--- src/logic/ppc_defines.vh ---
// Register map, reset values and widths of the port pin control block
`ifndef PPC_DEFINES_VH
`define PPC_DEFINES_VH

`define PPC_ADDR_W          16
`define PPC_ADDR_PORT0      16'hff00
`define PPC_ADDR_PORT1      16'hff01
`define PPC_ADDR_PORT2      16'hff02
`define PPC_ADDR_PORT3      16'hff03
`define PPC_ADDR_PORT8      16'hff08
`define PPC_ADDR_PORT9      16'hff09
`define PPC_ADDR_DIR0       16'hff20
`define PPC_ADDR_DIR1       16'hff21
`define PPC_ADDR_DIR2       16'hff22
`define PPC_ADDR_DIR3       16'hff23
`define PPC_ADDR_DIR8       16'hff28
`define PPC_ADDR_DIR9       16'hff29
`define PPC_ADDR_PULL_UP_SELECT_PORT0       16'hff30
`define PPC_ADDR_PULL_UP_SELECT_PORT1       16'hff31
`define PPC_ADDR_PULL_UP_SELECT_PORT2       16'hff32
`define PPC_ADDR_PULL_UP_SELECT_PORT3       16'hff33
`define PPC_ADDR_PULL_UP_SELECT_PORT8       16'hff38
`define PPC_ADDR_PULL_UP_SELECT_PORT9       16'hff39
`define PPC_ADDR_SEG8       16'hff58
`define PPC_ADDR_SEG9       16'hff59

`define PPC_DIR_RESET       8'hff
`define PPC_PUB_RESET       8'h00
`define PPC_SEG_RESET       8'h00
`define PPC_LATCH_RESET     8'h00

`define PPC_MASK_PORT0      8'h0f
`define PPC_MASK_PORT1      8'h03
`define PPC_MASK_PORT2      8'h07
`define PPC_MASK_PORT3      8'h0f
`define PPC_MASK_PORT8      8'h1f
`define PPC_MASK_PORT9      8'h3f

`endif

--- src/logic/ppc_port_bank.v ---
// One I/O port: direction, output latch, pull-up select, optional segment select
`include "ppc_defines.vh"
`default_nettype none

module ppc_port_bank #(
    parameter [7:0] PIN_MASK = 8'hff,
    parameter       HAS_SEG  = 0
) (
    input  wire       i_core_clk,
    input  wire       i_reset,
    input  wire       i_wr_latch,
    input  wire       i_wr_dir,
    input  wire       i_wr_pub,
    input  wire       i_wr_seg,
    input  wire [7:0] i_wdata,
    input  wire [7:0] i_pin_in,
    input  wire [7:0] i_seg_out,
    output reg  [7:0] o_latch_q,
    output reg  [7:0] o_dir_q,
    output reg  [7:0] o_pub_q,
    output reg  [7:0] o_seg_q,
    output wire [7:0] o_port_rdata,
    output wire [7:0] o_pin_out,
    output wire [7:0] o_pin_oe,
    output wire [7:0] o_pull_up_en
);

    // ************************************************************
    // Control registers
    // ************************************************************
    always @(posedge i_core_clk) begin
        if (i_reset) begin
            o_dir_q   <= `PPC_DIR_RESET & PIN_MASK;
            o_pub_q   <= `PPC_PUB_RESET;
            o_seg_q   <= `PPC_SEG_RESET;
            o_latch_q <= `PPC_LATCH_RESET;
        end else begin
            // Latch loads in either mode and holds until the next write
            if (i_wr_latch) begin
                o_latch_q <= i_wdata & PIN_MASK;
            end
            if (i_wr_dir) begin
                o_dir_q <= i_wdata & PIN_MASK;
            end
            if (i_wr_pub) begin
                o_pub_q <= i_wdata & PIN_MASK;
            end
            if (i_wr_seg && (HAS_SEG != 0)) begin
                o_seg_q <= i_wdata & PIN_MASK;
            end
        end
    end

    // ************************************************************
    // Pin side
    // ************************************************************
    // Buffer on when direction is 0; segment function overrides both
    assign o_pin_oe  = ((~o_dir_q) | o_seg_q) & PIN_MASK;
    assign o_pin_out = ((o_seg_q & i_seg_out) | (~o_seg_q & o_latch_q)) & PIN_MASK;
    // Pull-up follows select bit only in input mode; segment mode does not cut it
    assign o_pull_up_en = o_pub_q & o_dir_q & PIN_MASK;

    // Output bits read the latch, input bits read the pin
    assign o_port_rdata = ((~o_dir_q & o_latch_q) | (o_dir_q & i_pin_in)) & PIN_MASK;

endmodule

`default_nettype wire

--- src/logic/ppc_port_pin_control.v ---
// Top of the port pin control block: CPU register access and six ports
`include "ppc_defines.vh"
`default_nettype none

module ppc_port_pin_control (
    input  wire        i_core_clk,
    input  wire        i_reset,
    input  wire [15:0] i_addr,
    input  wire        i_wr,
    input  wire        i_rd,
    input  wire        i_bit_op,
    input  wire [2:0]  i_bit_sel,
    input  wire        i_bit_val,
    input  wire [7:0]  i_wdata,
    output reg  [7:0]  o_rdata,
    output wire        o_hit,
    input  wire [7:0]  i_port0_pin,
    input  wire [7:0]  i_port1_pin,
    input  wire [7:0]  i_port2_pin,
    input  wire [7:0]  i_port3_pin,
    input  wire [7:0]  i_port8_pin,
    input  wire [7:0]  i_port9_pin,
    input  wire [7:0]  i_seg8_out,
    input  wire [7:0]  i_seg9_out,
    output wire [47:0] o_pin_out,
    output wire [47:0] o_pin_oe,
    output wire [47:0] o_pull_up_en
);

    // ************************************************************
    // Address decode
    // ************************************************************
    localparam integer NP = 6;

    reg  [NP-1:0] sel_latch;
    reg  [NP-1:0] sel_dir;
    reg  [NP-1:0] sel_pub;
    reg  [1:0]    sel_seg;
    wire [47:0]   latch_v;
    wire [47:0]   dir_v;
    wire [47:0]   pub_v;
    wire [47:0]   seg_v;
    wire [47:0]   prd_v;
    wire [47:0]   pin_v;
    wire [15:0]   segsrc_v;
    reg  [7:0]    cur_val;
    reg  [7:0]    wr_byte;
    wire          wr_eff;

    assign pin_v    = {i_port9_pin, i_port8_pin, i_port3_pin, i_port2_pin, i_port1_pin, i_port0_pin};
    assign segsrc_v = {i_seg9_out, i_seg8_out};

    always @* begin
        sel_latch = 6'h00;
        sel_dir   = 6'h00;
        sel_pub   = 6'h00;
        sel_seg   = 2'h0;
        if (i_addr == `PPC_ADDR_PORT0) begin
            sel_latch[0] = 1'b1;
        end else if (i_addr == `PPC_ADDR_PORT1) begin
            sel_latch[1] = 1'b1;
        end else if (i_addr == `PPC_ADDR_PORT2) begin
            sel_latch[2] = 1'b1;
        end else if (i_addr == `PPC_ADDR_PORT3) begin
            sel_latch[3] = 1'b1;
        end else if (i_addr == `PPC_ADDR_PORT8) begin
            sel_latch[4] = 1'b1;
        end else if (i_addr == `PPC_ADDR_PORT9) begin
            sel_latch[5] = 1'b1;
        end else if (i_addr == `PPC_ADDR_DIR0) begin
            sel_dir[0] = 1'b1;
        end else if (i_addr == `PPC_ADDR_DIR1) begin
            sel_dir[1] = 1'b1;
        end else if (i_addr == `PPC_ADDR_DIR2) begin
            sel_dir[2] = 1'b1;
        end else if (i_addr == `PPC_ADDR_DIR3) begin
            sel_dir[3] = 1'b1;
        end else if (i_addr == `PPC_ADDR_DIR8) begin
            sel_dir[4] = 1'b1;
        end else if (i_addr == `PPC_ADDR_DIR9) begin
            sel_dir[5] = 1'b1;
        end else if (i_addr == `PPC_ADDR_PULL_UP_SELECT_PORT0) begin
            sel_pub[0] = 1'b1;
        end else if (i_addr == `PPC_ADDR_PULL_UP_SELECT_PORT1) begin
            sel_pub[1] = 1'b1;
        end else if (i_addr == `PPC_ADDR_PULL_UP_SELECT_PORT2) begin
            sel_pub[2] = 1'b1;
        end else if (i_addr == `PPC_ADDR_PULL_UP_SELECT_PORT3) begin
            sel_pub[3] = 1'b1;
        end else if (i_addr == `PPC_ADDR_PULL_UP_SELECT_PORT8) begin
            sel_pub[4] = 1'b1;
        end else if (i_addr == `PPC_ADDR_PULL_UP_SELECT_PORT9) begin
            sel_pub[5] = 1'b1;
        end else if (i_addr == `PPC_ADDR_SEG8) begin
            sel_seg[0] = 1'b1;
        end else if (i_addr == `PPC_ADDR_SEG9) begin
            sel_seg[1] = 1'b1;
        end
    end

    assign o_hit = (|sel_latch) | (|sel_dir) | (|sel_pub) | (|sel_seg);

    // ************************************************************
    // Read path
    // ************************************************************
    // Segment selects are write-only and read as zero
    always @* begin
        cur_val = 8'h00;
        if (|sel_latch) begin
            cur_val = byte_of(prd_v, sel_latch);
        end else if (|sel_dir) begin
            // Unimplemented direction bits read as ones, matching their fixed reset state
            cur_val = byte_of(dir_v, sel_dir) | ~byte_of(mask_v(1'b0), sel_dir);
        end else if (|sel_pub) begin
            cur_val = byte_of(pub_v, sel_pub);
        end
    end

    always @(posedge i_core_clk) begin
        if (i_reset) begin
            o_rdata <= 8'h00;
        end else if (i_rd) begin
            o_rdata <= cur_val;
        end
    end

    // ************************************************************
    // Write path
    // ************************************************************
    // A bit operation merges one bit into the byte as read, so input-mode
    // latch bits pick up the pin level: the documented hazard, kept on purpose
    always @* begin
        wr_byte = i_wdata;
        if (i_bit_op) begin
            wr_byte = cur_val;
            wr_byte[i_bit_sel] = i_bit_val;
        end
    end

    // Bit operations on segment selects are refused
    assign wr_eff = i_wr & ~(i_bit_op & (|sel_seg));

    // ************************************************************
    // Helpers
    // ************************************************************
    function [47:0] mask_v;
        input dummy;
        begin
            mask_v = {`PPC_MASK_PORT9, `PPC_MASK_PORT8, `PPC_MASK_PORT3,
                      `PPC_MASK_PORT2, `PPC_MASK_PORT1, `PPC_MASK_PORT0};
        end
    endfunction

    function [7:0] byte_of;
        input [47:0] vec;
        input [5:0]  sel;
        integer k;
        begin
            byte_of = 8'h00;
            for (k = 0; k < NP; k = k + 1) begin
                if (sel[k]) begin
                    byte_of = vec[k*8 +: 8];
                end
            end
        end
    endfunction

    // ************************************************************
    // Port instances
    // ************************************************************
    ppc_port_bank #(.PIN_MASK(`PPC_MASK_PORT0), .HAS_SEG(0)) u_port0 (
        .i_core_clk   (i_core_clk),
        .i_reset      (i_reset),
        .i_wr_latch   (wr_eff & sel_latch[0]),
        .i_wr_dir     (wr_eff & sel_dir[0]),
        .i_wr_pub     (wr_eff & sel_pub[0]),
        .i_wr_seg     (1'b0),
        .i_wdata      (wr_byte),
        .i_pin_in     (pin_v[7:0]),
        .i_seg_out    (8'h00),
        .o_latch_q    (latch_v[7:0]),
        .o_dir_q      (dir_v[7:0]),
        .o_pub_q      (pub_v[7:0]),
        .o_seg_q      (seg_v[7:0]),
        .o_port_rdata (prd_v[7:0]),
        .o_pin_out    (o_pin_out[7:0]),
        .o_pin_oe     (o_pin_oe[7:0]),
        .o_pull_up_en (o_pull_up_en[7:0])
    );

    ppc_port_bank #(.PIN_MASK(`PPC_MASK_PORT1), .HAS_SEG(0)) u_port1 (
        .i_core_clk   (i_core_clk),
        .i_reset      (i_reset),
        .i_wr_latch   (wr_eff & sel_latch[1]),
        .i_wr_dir     (wr_eff & sel_dir[1]),
        .i_wr_pub     (wr_eff & sel_pub[1]),
        .i_wr_seg     (1'b0),
        .i_wdata      (wr_byte),
        .i_pin_in     (pin_v[15:8]),
        .i_seg_out    (8'h00),
        .o_latch_q    (latch_v[15:8]),
        .o_dir_q      (dir_v[15:8]),
        .o_pub_q      (pub_v[15:8]),
        .o_seg_q      (seg_v[15:8]),
        .o_port_rdata (prd_v[15:8]),
        .o_pin_out    (o_pin_out[15:8]),
        .o_pin_oe     (o_pin_oe[15:8]),
        .o_pull_up_en (o_pull_up_en[15:8])
    );

    ppc_port_bank #(.PIN_MASK(`PPC_MASK_PORT2), .HAS_SEG(0)) u_port2 (
        .i_core_clk   (i_core_clk),
        .i_reset      (i_reset),
        .i_wr_latch   (wr_eff & sel_latch[2]),
        .i_wr_dir     (wr_eff & sel_dir[2]),
        .i_wr_pub     (wr_eff & sel_pub[2]),
        .i_wr_seg     (1'b0),
        .i_wdata      (wr_byte),
        .i_pin_in     (pin_v[23:16]),
        .i_seg_out    (8'h00),
        .o_latch_q    (latch_v[23:16]),
        .o_dir_q      (dir_v[23:16]),
        .o_pub_q      (pub_v[23:16]),
        .o_seg_q      (seg_v[23:16]),
        .o_port_rdata (prd_v[23:16]),
        .o_pin_out    (o_pin_out[23:16]),
        .o_pin_oe     (o_pin_oe[23:16]),
        .o_pull_up_en (o_pull_up_en[23:16])
    );

    ppc_port_bank #(.PIN_MASK(`PPC_MASK_PORT3), .HAS_SEG(0)) u_port3 (
        .i_core_clk   (i_core_clk),
        .i_reset      (i_reset),
        .i_wr_latch   (wr_eff & sel_latch[3]),
        .i_wr_dir     (wr_eff & sel_dir[3]),
        .i_wr_pub     (wr_eff & sel_pub[3]),
        .i_wr_seg     (1'b0),
        .i_wdata      (wr_byte),
        .i_pin_in     (pin_v[31:24]),
        .i_seg_out    (8'h00),
        .o_latch_q    (latch_v[31:24]),
        .o_dir_q      (dir_v[31:24]),
        .o_pub_q      (pub_v[31:24]),
        .o_seg_q      (seg_v[31:24]),
        .o_port_rdata (prd_v[31:24]),
        .o_pin_out    (o_pin_out[31:24]),
        .o_pin_oe     (o_pin_oe[31:24]),
        .o_pull_up_en (o_pull_up_en[31:24])
    );

    ppc_port_bank #(.PIN_MASK(`PPC_MASK_PORT8), .HAS_SEG(1)) u_port8 (
        .i_core_clk   (i_core_clk),
        .i_reset      (i_reset),
        .i_wr_latch   (wr_eff & sel_latch[4]),
        .i_wr_dir     (wr_eff & sel_dir[4]),
        .i_wr_pub     (wr_eff & sel_pub[4]),
        .i_wr_seg     (wr_eff & sel_seg[0]),
        .i_wdata      (wr_byte),
        .i_pin_in     (pin_v[39:32]),
        .i_seg_out    (segsrc_v[7:0]),
        .o_latch_q    (latch_v[39:32]),
        .o_dir_q      (dir_v[39:32]),
        .o_pub_q      (pub_v[39:32]),
        .o_seg_q      (seg_v[39:32]),
        .o_port_rdata (prd_v[39:32]),
        .o_pin_out    (o_pin_out[39:32]),
        .o_pin_oe     (o_pin_oe[39:32]),
        .o_pull_up_en (o_pull_up_en[39:32])
    );

    ppc_port_bank #(.PIN_MASK(`PPC_MASK_PORT9), .HAS_SEG(1)) u_port9 (
        .i_core_clk   (i_core_clk),
        .i_reset      (i_reset),
        .i_wr_latch   (wr_eff & sel_latch[5]),
        .i_wr_dir     (wr_eff & sel_dir[5]),
        .i_wr_pub     (wr_eff & sel_pub[5]),
        .i_wr_seg     (wr_eff & sel_seg[1]),
        .i_wdata      (wr_byte),
        .i_pin_in     (pin_v[47:40]),
        .i_seg_out    (segsrc_v[15:8]),
        .o_latch_q    (latch_v[47:40]),
        .o_dir_q      (dir_v[47:40]),
        .o_pub_q      (pub_v[47:40]),
        .o_seg_q      (seg_v[47:40]),
        .o_port_rdata (prd_v[47:40]),
        .o_pin_out    (o_pin_out[47:40]),
        .o_pin_oe     (o_pin_oe[47:40]),
        .o_pull_up_en (o_pull_up_en[47:40])
    );

endmodule

`default_nettype wire

--- config.mk ---
export PLATFORM = sky130hd
export DESIGN_NAME = ppc_port_pin_control
export DESIGN_NICKNAME = d
export VERILOG_FILES = /design/src/logic/ppc_port_bank.v /design/src/logic/ppc_port_pin_control.v
export VERILOG_INCLUDE_DIRS = /design/src /design/src/logic
export SDC_FILE = /design/constraint.sdc
export NUM_CORES = 1
export LEC_CHECK = 0
export BUFFER_PORTS_ARGS = -buffer_cell sky130_fd_sc_hd__buf_2
export CORE_MARGIN = 2
export CORE_UTILIZATION = 45
export DETAILED_ROUTE_END_ITERATION = 8
export PLACE_DENSITY = 0.73
export SLEW_MARGIN = 20
export SYNTH_ARGS = -nofsm -noshare
export SYNTH_HDL_FRONTEND = slang
export SYNTH_HIERARCHICAL = 1
export SYNTH_SLANG_ARGS = --single-unit
--- constraint.sdc ---
create_clock -name i_core_clk -period 4 [get_ports i_core_clk]
set_input_delay 1 -clock i_core_clk [delete_from_list [all_inputs] [get_ports i_core_clk]]
set_output_delay 1 -clock i_core_clk [all_outputs]
set_load 0.01 [all_outputs]
==> results of run 1 <==
per-layer routing:
| metal | wire [µm] | vias to the layer above |
|---|---|---|
| met2 | 8320 | 270 |
| met3 | 1270 | 42 |
| met5 | 0 | - |
| met4 | 567 | 0 |
| met1 | 8000 | 2637 |
| li1 | - | 2752 |
area by class of cell:
type | instances | area (µm²)
clock inverters | 4 | 32.5
inverters | 21 | 78.8
well taps | 184 | 230
flip-flops and latches | 91 | 1820
multi-input cells | 621 | 4020
repair buffers | 178 | 996
clock buffers | 11 | 253
fillers | 1385 | 7210
stage by stage:
step | setup WS [ns] | cell area, µm²
CTS | 0.763 | 7430
finish | 0.711 | 7430
detailed placement | 0.400 | 7150
global placement | 0.371 | 7150
global route | 0.622 | 7430
floorplan | 0.629 | 7200
cells in the final DEF (no fill, tap or decap), types with 11 or more instances in the layout:
cell type and n:
nor2_1 104, a211o_1 11, nand2_1 41, mux2_2 34, and2_1 22, conb_1 120, nand2b_1 22, o21ai_0 12
o211ai_1 17, nor3_1 16, buf_4 30, inv_1 19, mux2i_1 76, a21oi_1 12, nor2b_1 15, dfxtp_1 91
buf_2 146
sequential cells by signal (all words and copies together), names as in the netlist, 5 cells and up:
register	cells
o_rdata	8
u_port8/o_dir_q	5
u_port8/o_latch_q	5
u_port8/o_pub_q	5
u_port8/o_seg_q	5
u_port9/o_dir_q	6
u_port9/o_latch_q	6
u_port9/o_pub_q	6
u_port9/o_seg_q	6
critical path, delay by kind of cell:
kind,cells,cell delay (ns)
buffers and inverters,3,0.66
multiplexers,2,0.63
AO/OA/AOI/OAI,3,0.61
AND/OR/NAND/NOR,2,0.59
power breakdown:
group / switching, W / internal, W
logic: 0.000176 / 0.000100
registers: 0.000000583 / 0.000907
clock network: 0.000373 / 0.000456
worst max path at each step:
stage                     startpoint                                end  slack (ns)  depth (start not counted)
final                      i_addr[1]    u_port9/o_dir_q[3]$_SDFFE_PP1P_        0.71                         10
after global routing       i_addr[1]    u_port2/o_pub_q[1]$_SDFFE_PP0P_        0.62                         11
after CTS                  i_addr[1]    u_port9/o_dir_q[3]$_SDFFE_PP1P_        0.76                         10
after detailed placement   i_addr[1]    u_port9/o_dir_q[3]$_SDFFE_PP1P_        0.40                         10
after global placement     i_addr[1]    u_port8/o_dir_q[3]$_SDFFE_PP1P_        0.37                         10
after floorplan           i_addr[13]  u_port0/o_latch_q[0]$_SDFFE_PP0P_        0.63                          7
==> results.py, run 1 <==
metrics = {
    "grt": {
        "overflow": 0,
        "use_met1": 0.303,
        "grt_pass1_vias": 5116,
        "antenna_found_initial": 0,
        "grt_use_total": 0.220,
        "globalRouteMet2Util": 0.347,
        "grt-busiest-layer": "met2",
        "grt_start_max_net_pins": 45,
        "grt_pass1_wl_mm": 27.8,
        "grtUsageMet3": 0.0354,
    },
    "cts": {
        "cts-resized-gates": 0,
        "insertion_delay_ns": 0.35,
        "cts_made_buffers": 9,
        "clockBufferDepth": 2,
        "post-cts-setup-buffers": 0,
        "cts_root_buf": "clkbuf_16",
        "hold_buffers": 0,
        "cts_tree": "done",
        "clk_pin_slew_ns": 0.07,
        "clock_sinks": 91,
        "cts_htree_levels": 3,
    },
    "die": {
        "die_h_um": 127,
        "core_area_mm2": 0.0146,
        "die_area_mm2": 0.0160,
        "start_util": 0.462,
        "dieWidth_um": 127,
        "pin_count": 250,
        "row_count": 44,
    },
    "layout": {
        "instances_no_fill": 1110,
        "syn2layout_area_growth_pct": 9.79,
        "diodes": 0,
        "final_nets": 1019,
        "final_core_util": 0.508,
        "layout-drive-gt1-share": 0.279,
    },
    "detailed_routing": {
        "drc": 0,
        "drt_iter0_drc": 540,
        "avgRoutedWirePerCell_um": 16.4,
        "vias": 5701,
        "vias_per_cell": 5.14,
        "wirelength_mm": 18.2,
        "first_pass_iters": 6,
        "drtAntennaViolNets": 0,
    },
    "worst_setup_path": {
        "critPathCaptureType": "flop",
        "crit_chain": "buf_2, buf_4, nor3b_2, nand2_1, o311ai_1, o211ai_1, mux2_2, mux2_1, buf_12, a211o_1",
        "crit_fanout": 23,
        "reg2reg_slack_ns": 1.18,
        "crit_type": "in -> reg",
        "required_ns": 4.24,
        "cp-start-kind": "primary input",
        "worstReg2RegStart": "u_port0/o_dir_q[3]$_SDFFE_PP1P_",
        "r2r_end": "u_port9/o_dir_q[3]$_SDFFE_PP1P_",
        "cp_slowest_stage_delay_ns": 0.46,
        "reg2regPathDepth": 9,
        "slowest_stage": "nor3b_2",
        "worstPathArrival_ns": 3.53,
    },
    "sta": {
        "worstMarginPinSlew_ns": 0.883,
        "drv_slew": 0,
        "rsz0062_at_grt": "no",
        "skew_ns": 0.00845,
        "finalSetupViolCount": 0,
        "period_share": 0.822,
        "tns_ns": 0,
        "slew_headroom": 0.411,
        "whs_ns": 0.469,
        "fin_crit_ns": 3.29,
        "fmax_mhz": 304,
        "hold_violations": 0,
    },
    "worst_hold_path": {
        "min-delay-start": "o_rdata[7]$_SDFFE_PP0P_",
        "min_to": "o_rdata[7]$_SDFFE_PP0P_",
        "hold_depth": 2,
        "hp-class": "reg -> reg",
    },
    "pwr": {
        "powerDensity_mw_per_mm2": 271,
        "peakVddDrop_mv": 0.195,
        "total_power_w": 0.00201,
        "cellLeakagePower_nw": 3.36,
    },
    "yosys": {
        "ys_warn_count": 6,
        "syn_area_mm2": 0.00677,
        "syn_avg_cell_area_um2": 8.47,
        "postSynthCellCount": 799,
    },
    "placed_design": {
        "io_buffers": 146,
        "gp_congestion": 0.928,
        "hpwlAfterDp_mm": 13.7,
        "placed_cells": 1095,
    },
    "job": {
        "cap_violations": 0,
    },
    "run_status": {
        "status": "finished clean",
    },
}
No activity file was read; power rests on OpenSTA's default activity.
==> run 2, diff against run 1 <==
- PLACE_DENSITY: 0.73 -> 0.75
- clock period: 4 -> 2.7 ns (I/O delays scaled with it)
==> run 2 against run 1 <==
Effect of this change: final cell count grew 7.0%; count of clock-buffer cells in the layout shrank 1; first-iteration DRC count shrank 24%; hold slack lost 0.0044 ns; core utilization grew 5.0 points; worst setup slack lost 0.63 ns.
==> results.py, run 2 (synthesis gave the netlist of run 1 again) <==
metrics = {
    "sta": {
        "worstMarginPinSlew_ns": 0.527,
        "finalSetupViolCount": 0,
        "skew_ns": 0.00615,
        "drv_slew": 0,
        "slew_headroom": 0.649,
        "hold_violations": 0,
        "fin_crit_ns": 2.62,
        "rsz0062_at_grt": "no",
        "period_share": 0.970,
        "fmax_mhz": 382,
        "setup_ws_ns": 0.0807,
    },
    "detailed_routing": {
        "vias_per_cell": 5.09,
        "drtAntennaViolNets": 0,
        "first_pass_iters": 5,
        "maxUsedRoutingLayer": "met4",
        "wl_met3_mm": 1.08,
        "vias": 6047,
        "wl_met2_mm": 8.90,
        "drt_iter0_drc": 410,
        "drc": 0,
        "wirelength_mm": 18.9,
        "met1_length_mm": 8.27,
        "avgRoutedWirePerCell_um": 15.9,
    },
    "cts": {
        "hold_buffers": 0,
        "clockBufferDepth": 2,
        "cts_made_buffers": 9,
        "cts_root_buf": "clkbuf_16",
        "cts_htree_levels": 3,
        "clock_sinks": 91,
        "cts_tree": "done",
        "insertion_delay_ns": 0.35,
        "clk_pin_slew_ns": 0.07,
    },
    "worst_setup_path": {
        "crit_fanout": 14,
        "cp_slowest_stage_delay_ns": 0.37,
        "crit_top_cell": "mux2_4",
        "reg2regPathDepth": 9,
        "reg2reg_slack_ns": 0.13,
        "path_delay_family": "compound AO/OA/AOI/OAI gates",
        "worstPathArrival_ns": 2.85,
        "cp-start-kind": "primary input",
        "slowest_stage": "nor2b_1",
        "worst-path-buf-inv": 2,
        "path_depth": 9,
        "critPathCaptureType": "flop",
        "crit_chain": "buf_2, nor2b_1, a221oi_1, o221ai_1, o211ai_1, mux2_4, mux2_4, buf_12, a211o_1",
        "required_ns": 2.93,
        "crit_type": "in -> reg",
    },
    "grt": {
        "antenna_found_initial": 0,
        "grt_pass1_vias": 5600,
        "grt_pass1_wl_mm": 29.0,
        "overflow": 0,
        "grt_start_max_net_pins": 50,
        "grt_use_total": 0.228,
    },
    "job": {
        "cap_violations": 0,
    },
    "pwr": {
        "total_power_w": 0.00310,
        "peakVddDrop_mv": 0.239,
        "cellLeakagePower_nw": 3.80,
        "powerDensity_mw_per_mm2": 379,
    },
    "run_status": {
        "status": "finished clean",
    },
    "placed_design": {
        "hpwlAfterDp_mm": 14.6,
        "place_ws_ns": -0.404,
        "gp_congestion": 0.914,
        "placed_cells": 1170,
        "io_buffers": 146,
        "postPlaceCellArea_mm2": 0.00780,
    },
    "die": {
        "start_util": 0.462,
        "die_h_um": 127,
        "pin_count": 250,
        "core_area_mm2": 0.0146,
        "row_count": 44,
        "dieWidth_um": 127,
        "die_area_mm2": 0.0160,
    },
    "worst_hold_path": {
        "hp-class": "reg -> reg",
        "hold_depth": 2,
    },
    "layout": {
        "top_register": "o_rdata",
        "layout_commonest_cell": "buf_2",
        "largest_reg_flops": 8,
        "instances_no_fill": 1188,
        "fin_area_mm2": 0.00816,
        "layout-drive-gt1-share": 0.346,
        "final_cell_mix": "buf_2, conb_1, nor2_1, buf_4, dfxtp_1",
        "final_nets": 1096,
        "diodes": 0,
        "syn2layout_area_growth_pct": 20.5,
    },
}
## run 2: cell types whose count changed in the layout (fill, tap and decap cells not counted), moves of 3 or more
cell	delta
buf_4	+73
clkinv_2	+3
mux2_4	+3
buf_12	+4
## run 2: worst paths after layout
path	startpoint	endpoint
max	i_addr[0]	u_port9/o_dir_q[3]$_SDFFE_PP1P_
min	o_rdata[7]$_SDFFE_PP0P_	o_rdata[7]$_SDFFE_PP0P_
max reg2reg	u_port0/o_dir_q[3]$_SDFFE_PP1P_	u_port9/o_dir_q[3]$_SDFFE_PP1P_
min reg2reg	o_rdata[7]$_SDFFE_PP0P_	o_rdata[7]$_SDFFE_PP0P_
## run 2: area by class of cell
cell class | instances | area, µm²
fillers | 1353 | 6480
flip-flops and latches | 91 | 1820
inverters | 21 | 78.8
clock inverters | 6 | 62.6
well taps | 184 | 230
repair buffers | 255 | 1620
multi-input cells | 621 | 4110
clock buffers | 10 | 239
## run 2: power breakdown
part / internal (W) / leakage [nW] / total, W / switching, W
sequential: 0.00134 / 0.734 / 0.00134 / 0.000000975
clock: 0.000744 / 0.153 / 0.00128 / 0.000539
combinational: 0.000194 / 2.91 / 0.000468 / 0.000275
total: 0.00228 / 3.80 / 0.00310 / 0.000814
## run 2: layer usage
metal / GRT usage / vias to the layer above
li1: - / 2910
met1: 0.300 / 2858
met2: 0.372 / 237
met3: 0.0375 / 42
met4: 0.0957 / 0
met5: 0 / -
## run 2: worst reg2reg max path: cells and delay by family (launching register included)
kind                   cells  cell delay, ns
AND/OR/NAND/NOR            1            0.14
buffers and inverters      1            0.16
flip-flops                 1            0.35
multiplexers               3            0.90
AO/OA/AOI/OAI              4            0.91
## run 2: stage by stage
stage	TNS (ns)	hold slack, ns	utilization
3_5_place_dp	-18.05	0.460	0.533
4_1_cts	0	0.469	0.554
3_3_place_gp	-14.41	0.455	0.533
6_report	0	0.464	0.557
2_1_floorplan	0	0.469	-
5_1_grt	0	0.507	0.557
## run 2: what timing repair did
item	in CTS	in global routing
hold endpoints to repair	0	0
pin swaps	1	2
gates resized for setup	1	8
setup endpoints to repair	2	39
buffers inserted	1	1
